==> config.mk <==
export PLATFORM = sky130hd
export DESIGN_NAME = hpal_top
export DESIGN_NICKNAME = d
export VERILOG_FILES = /design/src/hdl/hpal_pkg.sv /design/src/hdl/hpal_capacity.sv /design/src/hdl/hpal_top.sv
export SDC_FILE = /design/constraint.sdc
export NUM_CORES = 1
export LEC_CHECK = 0
export BUFFER_PORTS_ARGS = -buffer_cell sky130_fd_sc_hd__buf_4
export CAP_MARGIN = 0
export CORE_MARGIN = 4
export CORE_UTILIZATION = 30
export CTS_CLUSTER_DIAMETER = 200
export DETAILED_ROUTE_END_ITERATION = 16
export PLACE_DENSITY = 0.44
export SETUP_SLACK_MARGIN = 0.1
export SLEW_MARGIN = 20
export SYNTH_ARGS = -nofsm -noshare
export SYNTH_HDL_FRONTEND = slang
export SYNTH_SLANG_ARGS = --single-unit
==> constraint.sdc <==
create_clock -name clk_sys_i -period 19.3 [get_ports clk_sys_i]
set_clock_uncertainty 0.2 [all_clocks]
set_input_delay 1.93 -clock clk_sys_i [delete_from_list [all_inputs] [get_ports clk_sys_i]]
set_output_delay 1.93 -clock clk_sys_i [all_outputs]
set_load 0.005 [all_outputs]
==> src/hdl/hpal_pkg.sv <==
// Shared constants for the host protected area limit block.
package hpal_pkg;

	// Address width of the logical block space.
	localparam int ADDR_W = 28;

	// Register byte offsets on the plain register port.
	localparam logic [7:0] OFS_CMD        = 8'h00;
	localparam logic [7:0] OFS_ADDR       = 8'h04;
	localparam logic [7:0] OFS_SECCNT     = 8'h08;
	localparam logic [7:0] OFS_STATUS     = 8'h0C;
	localparam logic [7:0] OFS_MASK       = 8'h10;
	localparam logic [7:0] OFS_RESULT     = 8'h14;
	localparam logic [7:0] OFS_USER_MAX   = 8'h18;
	localparam logic [7:0] OFS_NATIVE_MAX = 8'h1C;
	localparam logic [7:0] OFS_ID_INDEX   = 8'h20;
	localparam logic [7:0] OFS_ID_DATA    = 8'h24;
	localparam logic [7:0] OFS_FLAGS      = 8'h28;

	// Command codes written to the command register.
	localparam logic [7:0] CMD_READ_NATIVE = 8'hF8;
	localparam logic [7:0] CMD_SET_MAX     = 8'hF9;
	localparam logic [7:0] CMD_READ        = 8'h20;
	localparam logic [7:0] CMD_WRITE       = 8'h30;

	// Sector count register fields.
	localparam int SC_KEEP_BIT = 0;
	localparam int SC_CHS_BIT  = 1;

	// Status and mask register fields.
	localparam int ST_DONE_BIT  = 0;
	localparam int ST_ABORT_BIT = 1;
	localparam int ST_W         = 2;

	// Flags register fields.
	localparam int FL_NV_USED_BIT = 0;
	localparam int FL_ARMED_BIT   = 1;
	localparam int FL_BUSY_BIT    = 2;

	// Identify data word indices and the support bit.
	localparam logic [7:0] IDW_CYL       = 8'd1;
	localparam logic [7:0] IDW_HEADS     = 8'd3;
	localparam logic [7:0] IDW_SPT       = 8'd6;
	localparam logic [7:0] IDW_CUR_CYL   = 8'd54;
	localparam logic [7:0] IDW_CUR_HEADS = 8'd55;
	localparam logic [7:0] IDW_CUR_SPT   = 8'd56;
	localparam logic [7:0] IDW_CAP_LO    = 8'd57;
	localparam logic [7:0] IDW_CAP_HI    = 8'd58;
	localparam logic [7:0] IDW_LBA_LO    = 8'd60;
	localparam logic [7:0] IDW_LBA_HI    = 8'd61;
	localparam logic [7:0] IDW_FEAT      = 8'd82;
	localparam int         FEAT_HPA_BIT  = 10;

	// Reset values.
	localparam logic [ST_W-1:0] MASK_RST   = 2'b00;
	localparam logic [31:0]     RDATA_RST  = 32'h0000_0000;

	typedef enum logic [1:0] {HPAL_IDLE, HPAL_EXEC, HPAL_FINISH} hpal_state_t;

endpackage

==> src/hdl/hpal_capacity.sv <==
// Capacity figures reported in identify data for the current user limit.
`timescale 1ns/1ps
`default_nettype none
module hpal_capacity
	import hpal_pkg::*;
#(
	parameter int HEADS = 16,
	parameter int SPT   = 63
)
(
	input  wire logic              clk_sys_i,  // System clock
	input  wire logic              rst_n_i,    // Async reset, active low
	input  wire logic [ADDR_W-1:0] max_i,      // Current user maximum address
	output logic      [15:0]       cyl_o,      // Whole cylinders below limit
	output logic      [31:0]       chs_cap_o,  // Sectors in whole cylinders
	output logic      [31:0]       lba_cap_o   // Sectors up to and at limit
);

	localparam logic [31:0] CYL_SIZE = 32'(HEADS * SPT);

	logic [31:0] next_lba;
	logic [31:0] next_cyl;

	always_comb
	begin
		next_lba = {{(32 - ADDR_W){1'b0}}, max_i} + 32'h0000_0001;
		next_cyl = next_lba / CYL_SIZE;
	end

	// Capacity is registered so the divider stays off the read path.
	always_ff @(posedge clk_sys_i or negedge rst_n_i)
	begin
		if (!rst_n_i)
		begin
			cyl_o     <= 16'h0000;
			chs_cap_o <= 32'h0000_0000;
			lba_cap_o <= 32'h0000_0000;
		end
		else
		begin
			cyl_o     <= next_cyl[15:0];
			chs_cap_o <= next_cyl * CYL_SIZE;
			lba_cap_o <= next_lba;
		end
	end

endmodule
`default_nettype wire

==> src/hdl/hpal_top.sv <==
// Host protected area limit keeper with register port and identify data.
//
// The register addresses and strobed register access were decided locally.
`timescale 1ns/1ps
`default_nettype none
module hpal_top
	import hpal_pkg::*;
#(
	parameter logic [ADDR_W-1:0] NATIVE_MAX = 28'h0FF_FFFF,
	parameter int                HEADS      = 16,
	parameter int                SPT        = 63
)
(
	input  wire logic        clk_sys_i,    // System clock, 125 MHz
	input  wire logic        rst_n_i,      // Power-on reset, async, active low
	input  wire logic        hw_reset_i,   // Hardware reset pin, active high
	input  wire logic [7:0]  addr_i,       // Register byte address
	input  wire logic [31:0] wdata_i,      // Register write data
	input  wire logic        wr_i,         // Write strobe
	input  wire logic        rd_i,         // Read strobe
	output logic      [31:0] rdata_o,      // Read data, one cycle after strobe
	output logic             irq_o         // Level interrupt
);

	// Hardware reset pin synchroniser.
	logic hw_meta;
	logic hw_sync;
	logic hw_sync_d;
	logic hw_pulse;

	// Register state.
	logic [7:0]        cmd_code;
	logic [ADDR_W-1:0] cmd_addr;
	logic [1:0]        seccnt;
	logic [ST_W-1:0]   status;
	logic [ST_W-1:0]   mask;
	logic [ADDR_W-1:0] result;
	logic [7:0]        id_index;

	// Limit state.
	logic [ADDR_W-1:0] user_max;
	logic [ADDR_W-1:0] nv_max;
	logic              nv_used;
	logic              armed;

	// Command machine.
	hpal_state_t state;
	logic        start;
	logic        cmd_abort;
	logic        cmd_done;
	logic        set_ok;
	logic [ADDR_W-1:0] chs_last;

	// Capacity figures.
	logic [15:0] cap_cyl;
	logic [31:0] cap_chs;
	logic [31:0] cap_lba;

	logic [ST_W-1:0] st_set;
	logic [ST_W-1:0] st_clr;
	logic [15:0]     id_word;

	// Address match used by both the write and read decoders.
	function automatic logic hit(input logic [7:0] a, input logic [7:0] ofs);
		hit = (a == ofs);
	endfunction

	// Widen an address into a read word.
	function automatic logic [31:0] widen(input logic [ADDR_W-1:0] v);
		widen = {{(32 - ADDR_W){1'b0}}, v};
	endfunction

	hpal_capacity #(
		.HEADS (HEADS),
		.SPT   (SPT)
	) u_capacity (
		.clk_sys_i (clk_sys_i),
		.rst_n_i   (rst_n_i),
		.max_i     (user_max),
		.cyl_o     (cap_cyl),
		.chs_cap_o (cap_chs),
		.lba_cap_o (cap_lba)
	);

	always_ff @(posedge clk_sys_i or negedge rst_n_i)
	begin
		if (!rst_n_i)
		begin
			hw_meta   <= 1'b0;
			hw_sync   <= 1'b0;
			hw_sync_d <= 1'b0;
		end
		else
		begin
			hw_meta   <= hw_reset_i;
			hw_sync   <= hw_meta;
			hw_sync_d <= hw_sync;
		end
	end

	assign hw_pulse = hw_sync & ~hw_sync_d;

	// A write to the command register starts a command when idle.
	assign start = wr_i && hit(addr_i, OFS_CMD) && (state == HPAL_IDLE);

	// Parameter registers written by software.
	always_ff @(posedge clk_sys_i or negedge rst_n_i)
	begin
		if (!rst_n_i)
		begin
			cmd_code <= 8'h00;
			cmd_addr <= '0;
			seccnt   <= 2'b00;
			mask     <= MASK_RST;
			id_index <= 8'h00;
		end
		else if (wr_i)
		begin
			if (hit(addr_i, OFS_CMD) && state == HPAL_IDLE)
				cmd_code <= wdata_i[7:0];
			else if (hit(addr_i, OFS_ADDR))
				cmd_addr <= wdata_i[ADDR_W-1:0];
			else if (hit(addr_i, OFS_SECCNT))
				seccnt <= wdata_i[1:0];
			else if (hit(addr_i, OFS_MASK))
				mask <= wdata_i[ST_W-1:0];
			else if (hit(addr_i, OFS_ID_INDEX))
				id_index <= wdata_i[7:0];
		end
	end

	// Highest block reachable in whole cylinders.
	assign chs_last = cap_chs[ADDR_W-1:0] - {{(ADDR_W - 1){1'b0}}, 1'b1};

	// Command evaluation, done in the execute state from stable registers.
	always_comb
	begin
		cmd_abort = 1'b0;
		set_ok    = 1'b0;
		case (cmd_code)
			CMD_SET_MAX:
			begin
				if (cmd_addr > NATIVE_MAX)
					cmd_abort = 1'b1;
				else if (!armed)
					cmd_abort = 1'b1;
				else if (seccnt[SC_KEEP_BIT] && nv_used)
					cmd_abort = 1'b1;
				else
					set_ok = 1'b1;
			end
			CMD_READ, CMD_WRITE:
			begin
				if (cmd_addr > user_max)
					cmd_abort = 1'b1;
				else if (seccnt[SC_CHS_BIT] && (cap_chs == 32'h0000_0000 || cmd_addr > chs_last))
					cmd_abort = 1'b1;
			end
			default:
				cmd_abort = 1'b0;
		endcase
	end

	assign cmd_done = (state == HPAL_EXEC);

	// The finish state waits one cycle so the capacity figures are settled.
	always_ff @(posedge clk_sys_i or negedge rst_n_i)
	begin
		if (!rst_n_i)
			state <= HPAL_IDLE;
		else
		begin
			case (state)
				HPAL_IDLE:
					if (start)
						state <= HPAL_EXEC;
				HPAL_EXEC:
					state <= HPAL_FINISH;
				HPAL_FINISH:
					state <= HPAL_IDLE;
				default:
					state <= HPAL_IDLE;
			endcase
		end
	end

	// Native query arms the next command; any other command disarms it.
	always_ff @(posedge clk_sys_i or negedge rst_n_i)
	begin
		if (!rst_n_i)
			armed <= 1'b0;
		else if (hw_pulse)
			armed <= 1'b0;
		else if (cmd_done)
			armed <= (cmd_code == CMD_READ_NATIVE);
	end

	// Result register holds the address answered by the last native query or accepted set.
	always_ff @(posedge clk_sys_i or negedge rst_n_i)
	begin
		if (!rst_n_i)
			result <= '0;
		else if (cmd_done)
		begin
			if (cmd_code == CMD_READ_NATIVE)
				result <= NATIVE_MAX;
			else if (set_ok)
				result <= cmd_addr;
		end
	end

	// User limit: loaded on an accepted set, restored to the stored limit on hardware reset.
	always_ff @(posedge clk_sys_i or negedge rst_n_i)
	begin
		if (!rst_n_i)
			user_max <= NATIVE_MAX;
		else if (hw_pulse)
			user_max <= nv_max;
		else if (cmd_done && set_ok)
			user_max <= cmd_addr;
	end

	// Stored limit and its once-per-reset guard.
	always_ff @(posedge clk_sys_i or negedge rst_n_i)
	begin
		if (!rst_n_i)
		begin
			nv_max  <= NATIVE_MAX;
			nv_used <= 1'b0;
		end
		else if (hw_pulse)
			nv_used <= 1'b0;
		else if (cmd_done && set_ok && seccnt[SC_KEEP_BIT])
		begin
			nv_max  <= cmd_addr;
			nv_used <= 1'b1;
		end
	end

	// Sticky status; a new event wins over the clear of a read.
	always_comb
	begin
		st_set = '0;
		st_clr = '0;
		if (cmd_done)
		begin
			st_set[ST_DONE_BIT]  = 1'b1;
			st_set[ST_ABORT_BIT] = cmd_abort;
		end
		if (rd_i && hit(addr_i, OFS_STATUS))
			st_clr = '1;
	end

	always_ff @(posedge clk_sys_i or negedge rst_n_i)
	begin
		if (!rst_n_i)
			status <= '0;
		else
			status <= (status & ~st_clr) | st_set;
	end

	always_ff @(posedge clk_sys_i or negedge rst_n_i)
	begin
		if (!rst_n_i)
			irq_o <= 1'b0;
		else
			irq_o <= |(status & mask);
	end

	// Identify data words; the cylinder and capacity words depend on the limit.
	always_comb
	begin
		id_word = 16'h0000;
		case (id_index)
			IDW_CYL, IDW_CUR_CYL:
				id_word = cap_cyl;
			IDW_HEADS, IDW_CUR_HEADS:
				id_word = 16'(HEADS);
			IDW_SPT, IDW_CUR_SPT:
				id_word = 16'(SPT);
			IDW_CAP_LO:
				id_word = cap_chs[15:0];
			IDW_CAP_HI:
				id_word = cap_chs[31:16];
			IDW_LBA_LO:
				id_word = cap_lba[15:0];
			IDW_LBA_HI:
				id_word = cap_lba[31:16];
			IDW_FEAT:
				id_word[FEAT_HPA_BIT] = 1'b1;
			default:
				id_word = 16'h0000;
		endcase
	end

	// Read data stands in the cycle after the strobe; zero otherwise.
	always_ff @(posedge clk_sys_i or negedge rst_n_i)
	begin
		if (!rst_n_i)
			rdata_o <= RDATA_RST;
		else if (!rd_i)
			rdata_o <= RDATA_RST;
		else if (hit(addr_i, OFS_CMD))
			rdata_o <= {24'h00_0000, cmd_code};
		else if (hit(addr_i, OFS_ADDR))
			rdata_o <= widen(cmd_addr);
		else if (hit(addr_i, OFS_SECCNT))
			rdata_o <= {30'h0000_0000, seccnt};
		else if (hit(addr_i, OFS_STATUS))
			rdata_o <= {{(32 - ST_W){1'b0}}, status};
		else if (hit(addr_i, OFS_MASK))
			rdata_o <= {{(32 - ST_W){1'b0}}, mask};
		else if (hit(addr_i, OFS_RESULT))
			rdata_o <= widen(result);
		else if (hit(addr_i, OFS_USER_MAX))
			rdata_o <= widen(user_max);
		else if (hit(addr_i, OFS_NATIVE_MAX))
			rdata_o <= widen(NATIVE_MAX);
		else if (hit(addr_i, OFS_ID_INDEX))
			rdata_o <= {24'h00_0000, id_index};
		else if (hit(addr_i, OFS_ID_DATA))
			rdata_o <= {16'h0000, id_word};
		else if (hit(addr_i, OFS_FLAGS))
			rdata_o <= {29'h0000_0000, state != HPAL_IDLE, armed, nv_used};
		else
			rdata_o <= RDATA_RST;
	end

endmodule
`default_nettype wire

==> results.env <==
REMAINING_MAX_SLEW_BUDGET_AT_THE_TIGHTEST_PIN_PCT=27.9
CLK_TRANSITION_REPORTED_PATHS_PS=70
HOLD_BUFFERS=0
GLOBAL_ROUTE.OVERFLOW_TOTAL=0
MAXCAPVIOLATIONS=0
SYNTH-XOR-AREA-SHARE_PCT=4.38
IR_DROP_uV=52.2
LARGEST_NET_DEGREE_AT_THE_START_OF_GLOBAL_ROUTING=128
SYNTH-SEQ-CELLS=241
REMAINING_DRCS=0
FINAL_LAYOUT_SIZE_SUFFIX_GT1_SHARE_PCT=17.6
SETUP_TOTAL_NEGATIVE_SLACK_PS=0
GLOBAL_ROUTE_WIRE_LENGTH_BEFORE_REPAIR_MICRONS=90600
NFILLCELLS=5986
SYNTHARSTFLOPSHARE_PCT=100
POST_DRT_VIA_CELL_RATIO=5.40
SYNTH-WARNING-COUNT=0
NUMPORTBUFFERS=69
CRITICAL_PATH.MOST_COMMON_CELL='a21oi_1'
FINAL_SLEW_VIOLATIONS=0
FIRST_PASS_ITERS=9
FINALWORSTPATHREQUIREDPERIOD_PS=17770
ARR_TIME_CRIT_PATH_PS=18030
FLOORPLAN.INITIALDENSITY_PCT=30.4
SLOWEST_STAGE='or4_4'
MULTI_INPUT_COMB_AREA_SQ_UM=11100
PLACEMENT_ROWS=89
CP_MAX_FO=17
CP_SLOWEST_STAGE_DELAY_PS=660
ANTENNA_CELLS=0
DIE_WIDTH_MICRONS=253
POWER-PER-CELL-AREA_nW_PER_UM2=56.5
CLKSINKCOUNT=241
VIAS=15000
LEAKAGE_uW=0.00927
FINAL.PERIOD_UTILIZATION_PCT=92.0
FLOORPLAN.CORE_AREA_SQ_UM=59100
ANT_NETS=0
HALF_PERIMETER_WIRE_LENGTH_OF_THE_DETAILED_PLACEMENT_RESULT_MICRONS=44400
SYNTH_COMPOUND_AREA_SHARE_PCT=21.1
REGAREA_SQ_UM=6090
FINALHOLDVIOLATIONS=0
SYNTH_MUX_AREA_SHARE_PCT=6.51
FINALWEIGHTEDCONGESTION=0.862
WORSTSETUPENDPOINTTYPE='flop'
WORST-SETUP-PATH-TYPE='reg2reg'
FIRST_GLOBAL_VIAS=14900
SYNTH_AREA_SQ_UM=17900
YOSYS.CELL_TYPES.COUNT=112
FINAL_CORE_UTIL_PCT=34.7
FINALNETCOUNT=2175
WORST_SKEW_PAIR.LATE_LATENCY_PS=570
ROUTED_WIRE_LENGTH_PER_INSTANCE_MICRONS=20.8
NUM_IO_PINS=78
DIE-AREA_SQ_UM=63800
MAX_FREQ_MHz=56.3
SYNTH_EDF_COUNT=0
WORST-SLEW-PIN-TRANSITION_PS=1080
NUMCTSBUFFERS=29
CTS_HTREE_LEVELS=1
CLOCKROOTBUFFER='clkbuf_16'
SYNTH_CELLS=1924
CTS_TREE='built'
SYNTH.AVG_CELL_AREA_SQ_UM=9.33
CLK_PATH_BUF_DEPTH=3
GRT_USE_TOTAL_PCT=17.9
YOSYSSEQAREASHARE_PCT=33.9
RSZ_0062_RAISED_AFTER_GLOBAL_ROUTING='no'
GRT_ANTENNA_BEFORE_REPAIR=0
SYNTH_SIMPLE_GATE_AREA_SHARE_PCT=16.2
SETUP-VIOLATIONS-FINAL=0
SYNTH_TOP_FAMILY_BY_AREA='compound AO/OA/AOI/OAI gates'
DRT_ITER0_DRC=1014
HOLD_WS_PS=181
HOLD_CLASS='reg2reg'
WORST_PATH_REQUIRED_TIME_PS=19560
STATUS='complete, no violations'
STARTPOINT_TYPE='flop'
ROUTED_WIRELENGTH_MICRONS=57900
CHIPHEIGHT_MICRONS=253
AREAGROWTHSYNTHTOFINISH_PCT=14.2
SYNTH_ADDER_AREA_SHARE_PCT=12.4
SYNTHFLOPTYPE='dfrtp_1'
worst paths after layout:
path / start / endpoint / slack (ps) / cells past startpoint
min: hw_sync$_DFF_PN0_ / hw_sync_d$_DFF_PN0_ / 180 / 0
max reg2reg: user_max[8]$_DFFE_PN1P_ / u_capacity.chs_cap_o[29]$_DFF_PN0_ / 1530 / 66
max in group asynchronous: rst_n_i / u_capacity.lba_cap_o[2]$_DFF_PN0_ / 16380 / 2
min in group asynchronous: rst_n_i / rdata_o[17]$_DFF_PN0_ / 1230 / 1
max: user_max[8]$_DFFE_PN1P_ / u_capacity.chs_cap_o[29]$_DFF_PN0_ / 1530 / 66
min reg2reg: hw_sync$_DFF_PN0_ / hw_sync_d$_DFF_PN0_ / 180 / 0
where the power goes:
group / switching (uW) / internal (uW) / total, uW / leakage [uW]
Clock: 237 / 332 / 569 / 0.000480
Combinational: 36.7 / 25.3 / 62.0 / 0.00564
Sequential: 14.2 / 512 / 526 / 0.00314
Total: 288 / 869 / 1160 / 0.00927
synth_stat cells (all sizes together) (16+ instances only):
master	n	area share, %
xnor2	73	3.8
dfrtp	193	27
mux2	80	5.1
nor2b	16	0.56
a222oi	23	1.3
clkbuf	48	1.0
ha	89	6.2
o21ai	96	2.7
or3	24	0.84
buf	19	0.61
fa	55	6.1
a31oi	28	0.98
a211oi	17	0.91
a21oi	109	3.2
mux2i	23	1.3
o21bai	20	0.84
nor3	46	1.4
nand2b	17	0.59
nand4	30	1.0
a21o	35	1.5
and3	16	0.59
inv	184	3.8
o211ai	20	1.0
nand2	191	4.0
nor2	96	2.0
dfstp	48	7.0
nand3	52	1.4
nor4	21	0.87
repair_timing:
item                                    in CTS  in global routing
setup buffers                                0                  2
endpoints found under the hold margin        0                  0
gates resized for setup                      0                 21
endpoints found under the setup margin       0                  8
layout by cell type, fill, tap and decap left out, types with 41 or more instances in the layout:
cell type    n
fa_1        55
dfrtp_1    193
nand2_1    190
ha_1        89
xnor2_1     68
nor3_1      41
mux2_2      77
buf_4       89
o21ai_0     83
inv_1      180
nand3_1     52
dfstp_2     48
nor2_1      92
a21oi_1    102
final cells by class:
| class | count | area share (%) |
|---|---|---|
| Multi-Input combinational cell | 1438 | 53.9 |
| Sequential cell | 241 | 29.7 |
| Tap cell | 773 | 4.72 |
| Clock buffer | 36 | 3.82 |
| Timing Repair Buffer | 91 | 3.43 |
| Inverter | 185 | 3.39 |
| Clock inverter | 18 | 0.995 |
sequential cells by signal, summed over array words and instances (netlist names):
register	flops
u_capacity.cyl_o	16
hw_meta	1
mask	2
status	2
seccnt	2
u_capacity.chs_cap_o	26
cmd_addr	28
user_max	28
irq_o	1
cmd_code	8
state	2
id_index	8
rdata_o	28
armed	1
u_capacity.lba_cap_o	29
result	28
hw_sync	1
nv_used	1
nv_max	28
hw_sync_d	1
kinds of logic (layout without fill, tap and decap cells):
group	after synthesis	after routing
xor gates and xnor gates	85	85
and+or+nand+nor	571	571
other	2	9
adders and majority gates	145	145
muxes	104	104
AOI/OAI and AO/OA	524	524
buffers and inverters	252	330
DFF	241	241
worst max-delay path, delay by kind of cell (launching register included):
kind | cells | cell delay [ps]
multiplexers | 3 | 1180
AND/OR/NAND/NOR | 7 | 2610
XOR/XNOR | 3 | 580
AO/OA/AOI/OAI | 45 | 9920
flip-flops | 1 | 630
buffers and inverters | 3 | 490
adder cells (fa/ha/maj) | 5 | 2010
metal layers:
metal  vias to the layer above  part of all wire, %  GRT usage [%]  wire length (microns)
met2                       351                   47           29.8                  27000
met1                      7474                   47           25.6                  27500
met5                         -                    0              0                      0
met3                        64                  3.9           1.51                   2250
li1                       7123                    -              -                      -
met4                         0                  2.0           3.84                   1150
stage by stage:
| stage | area [sq um] | power [uW] | cells | setup WS [ps] |
|---|---|---|---|---|
| detailed placement | 19400 | 598 | 2726 | 724 |
| global route | 20500 | 1200 | 2782 | 103 |
| finish | 20500 | 1160 | 2782 | 1530 |
| CTS | 20400 | 1180 | 2780 | 619 |
| floorplan | 18000 | 561 | 1931 | 3480 |
| global placement | 19400 | 597 | 2726 | 778 |
Note: power is estimated with default switching activity, not from simulation.
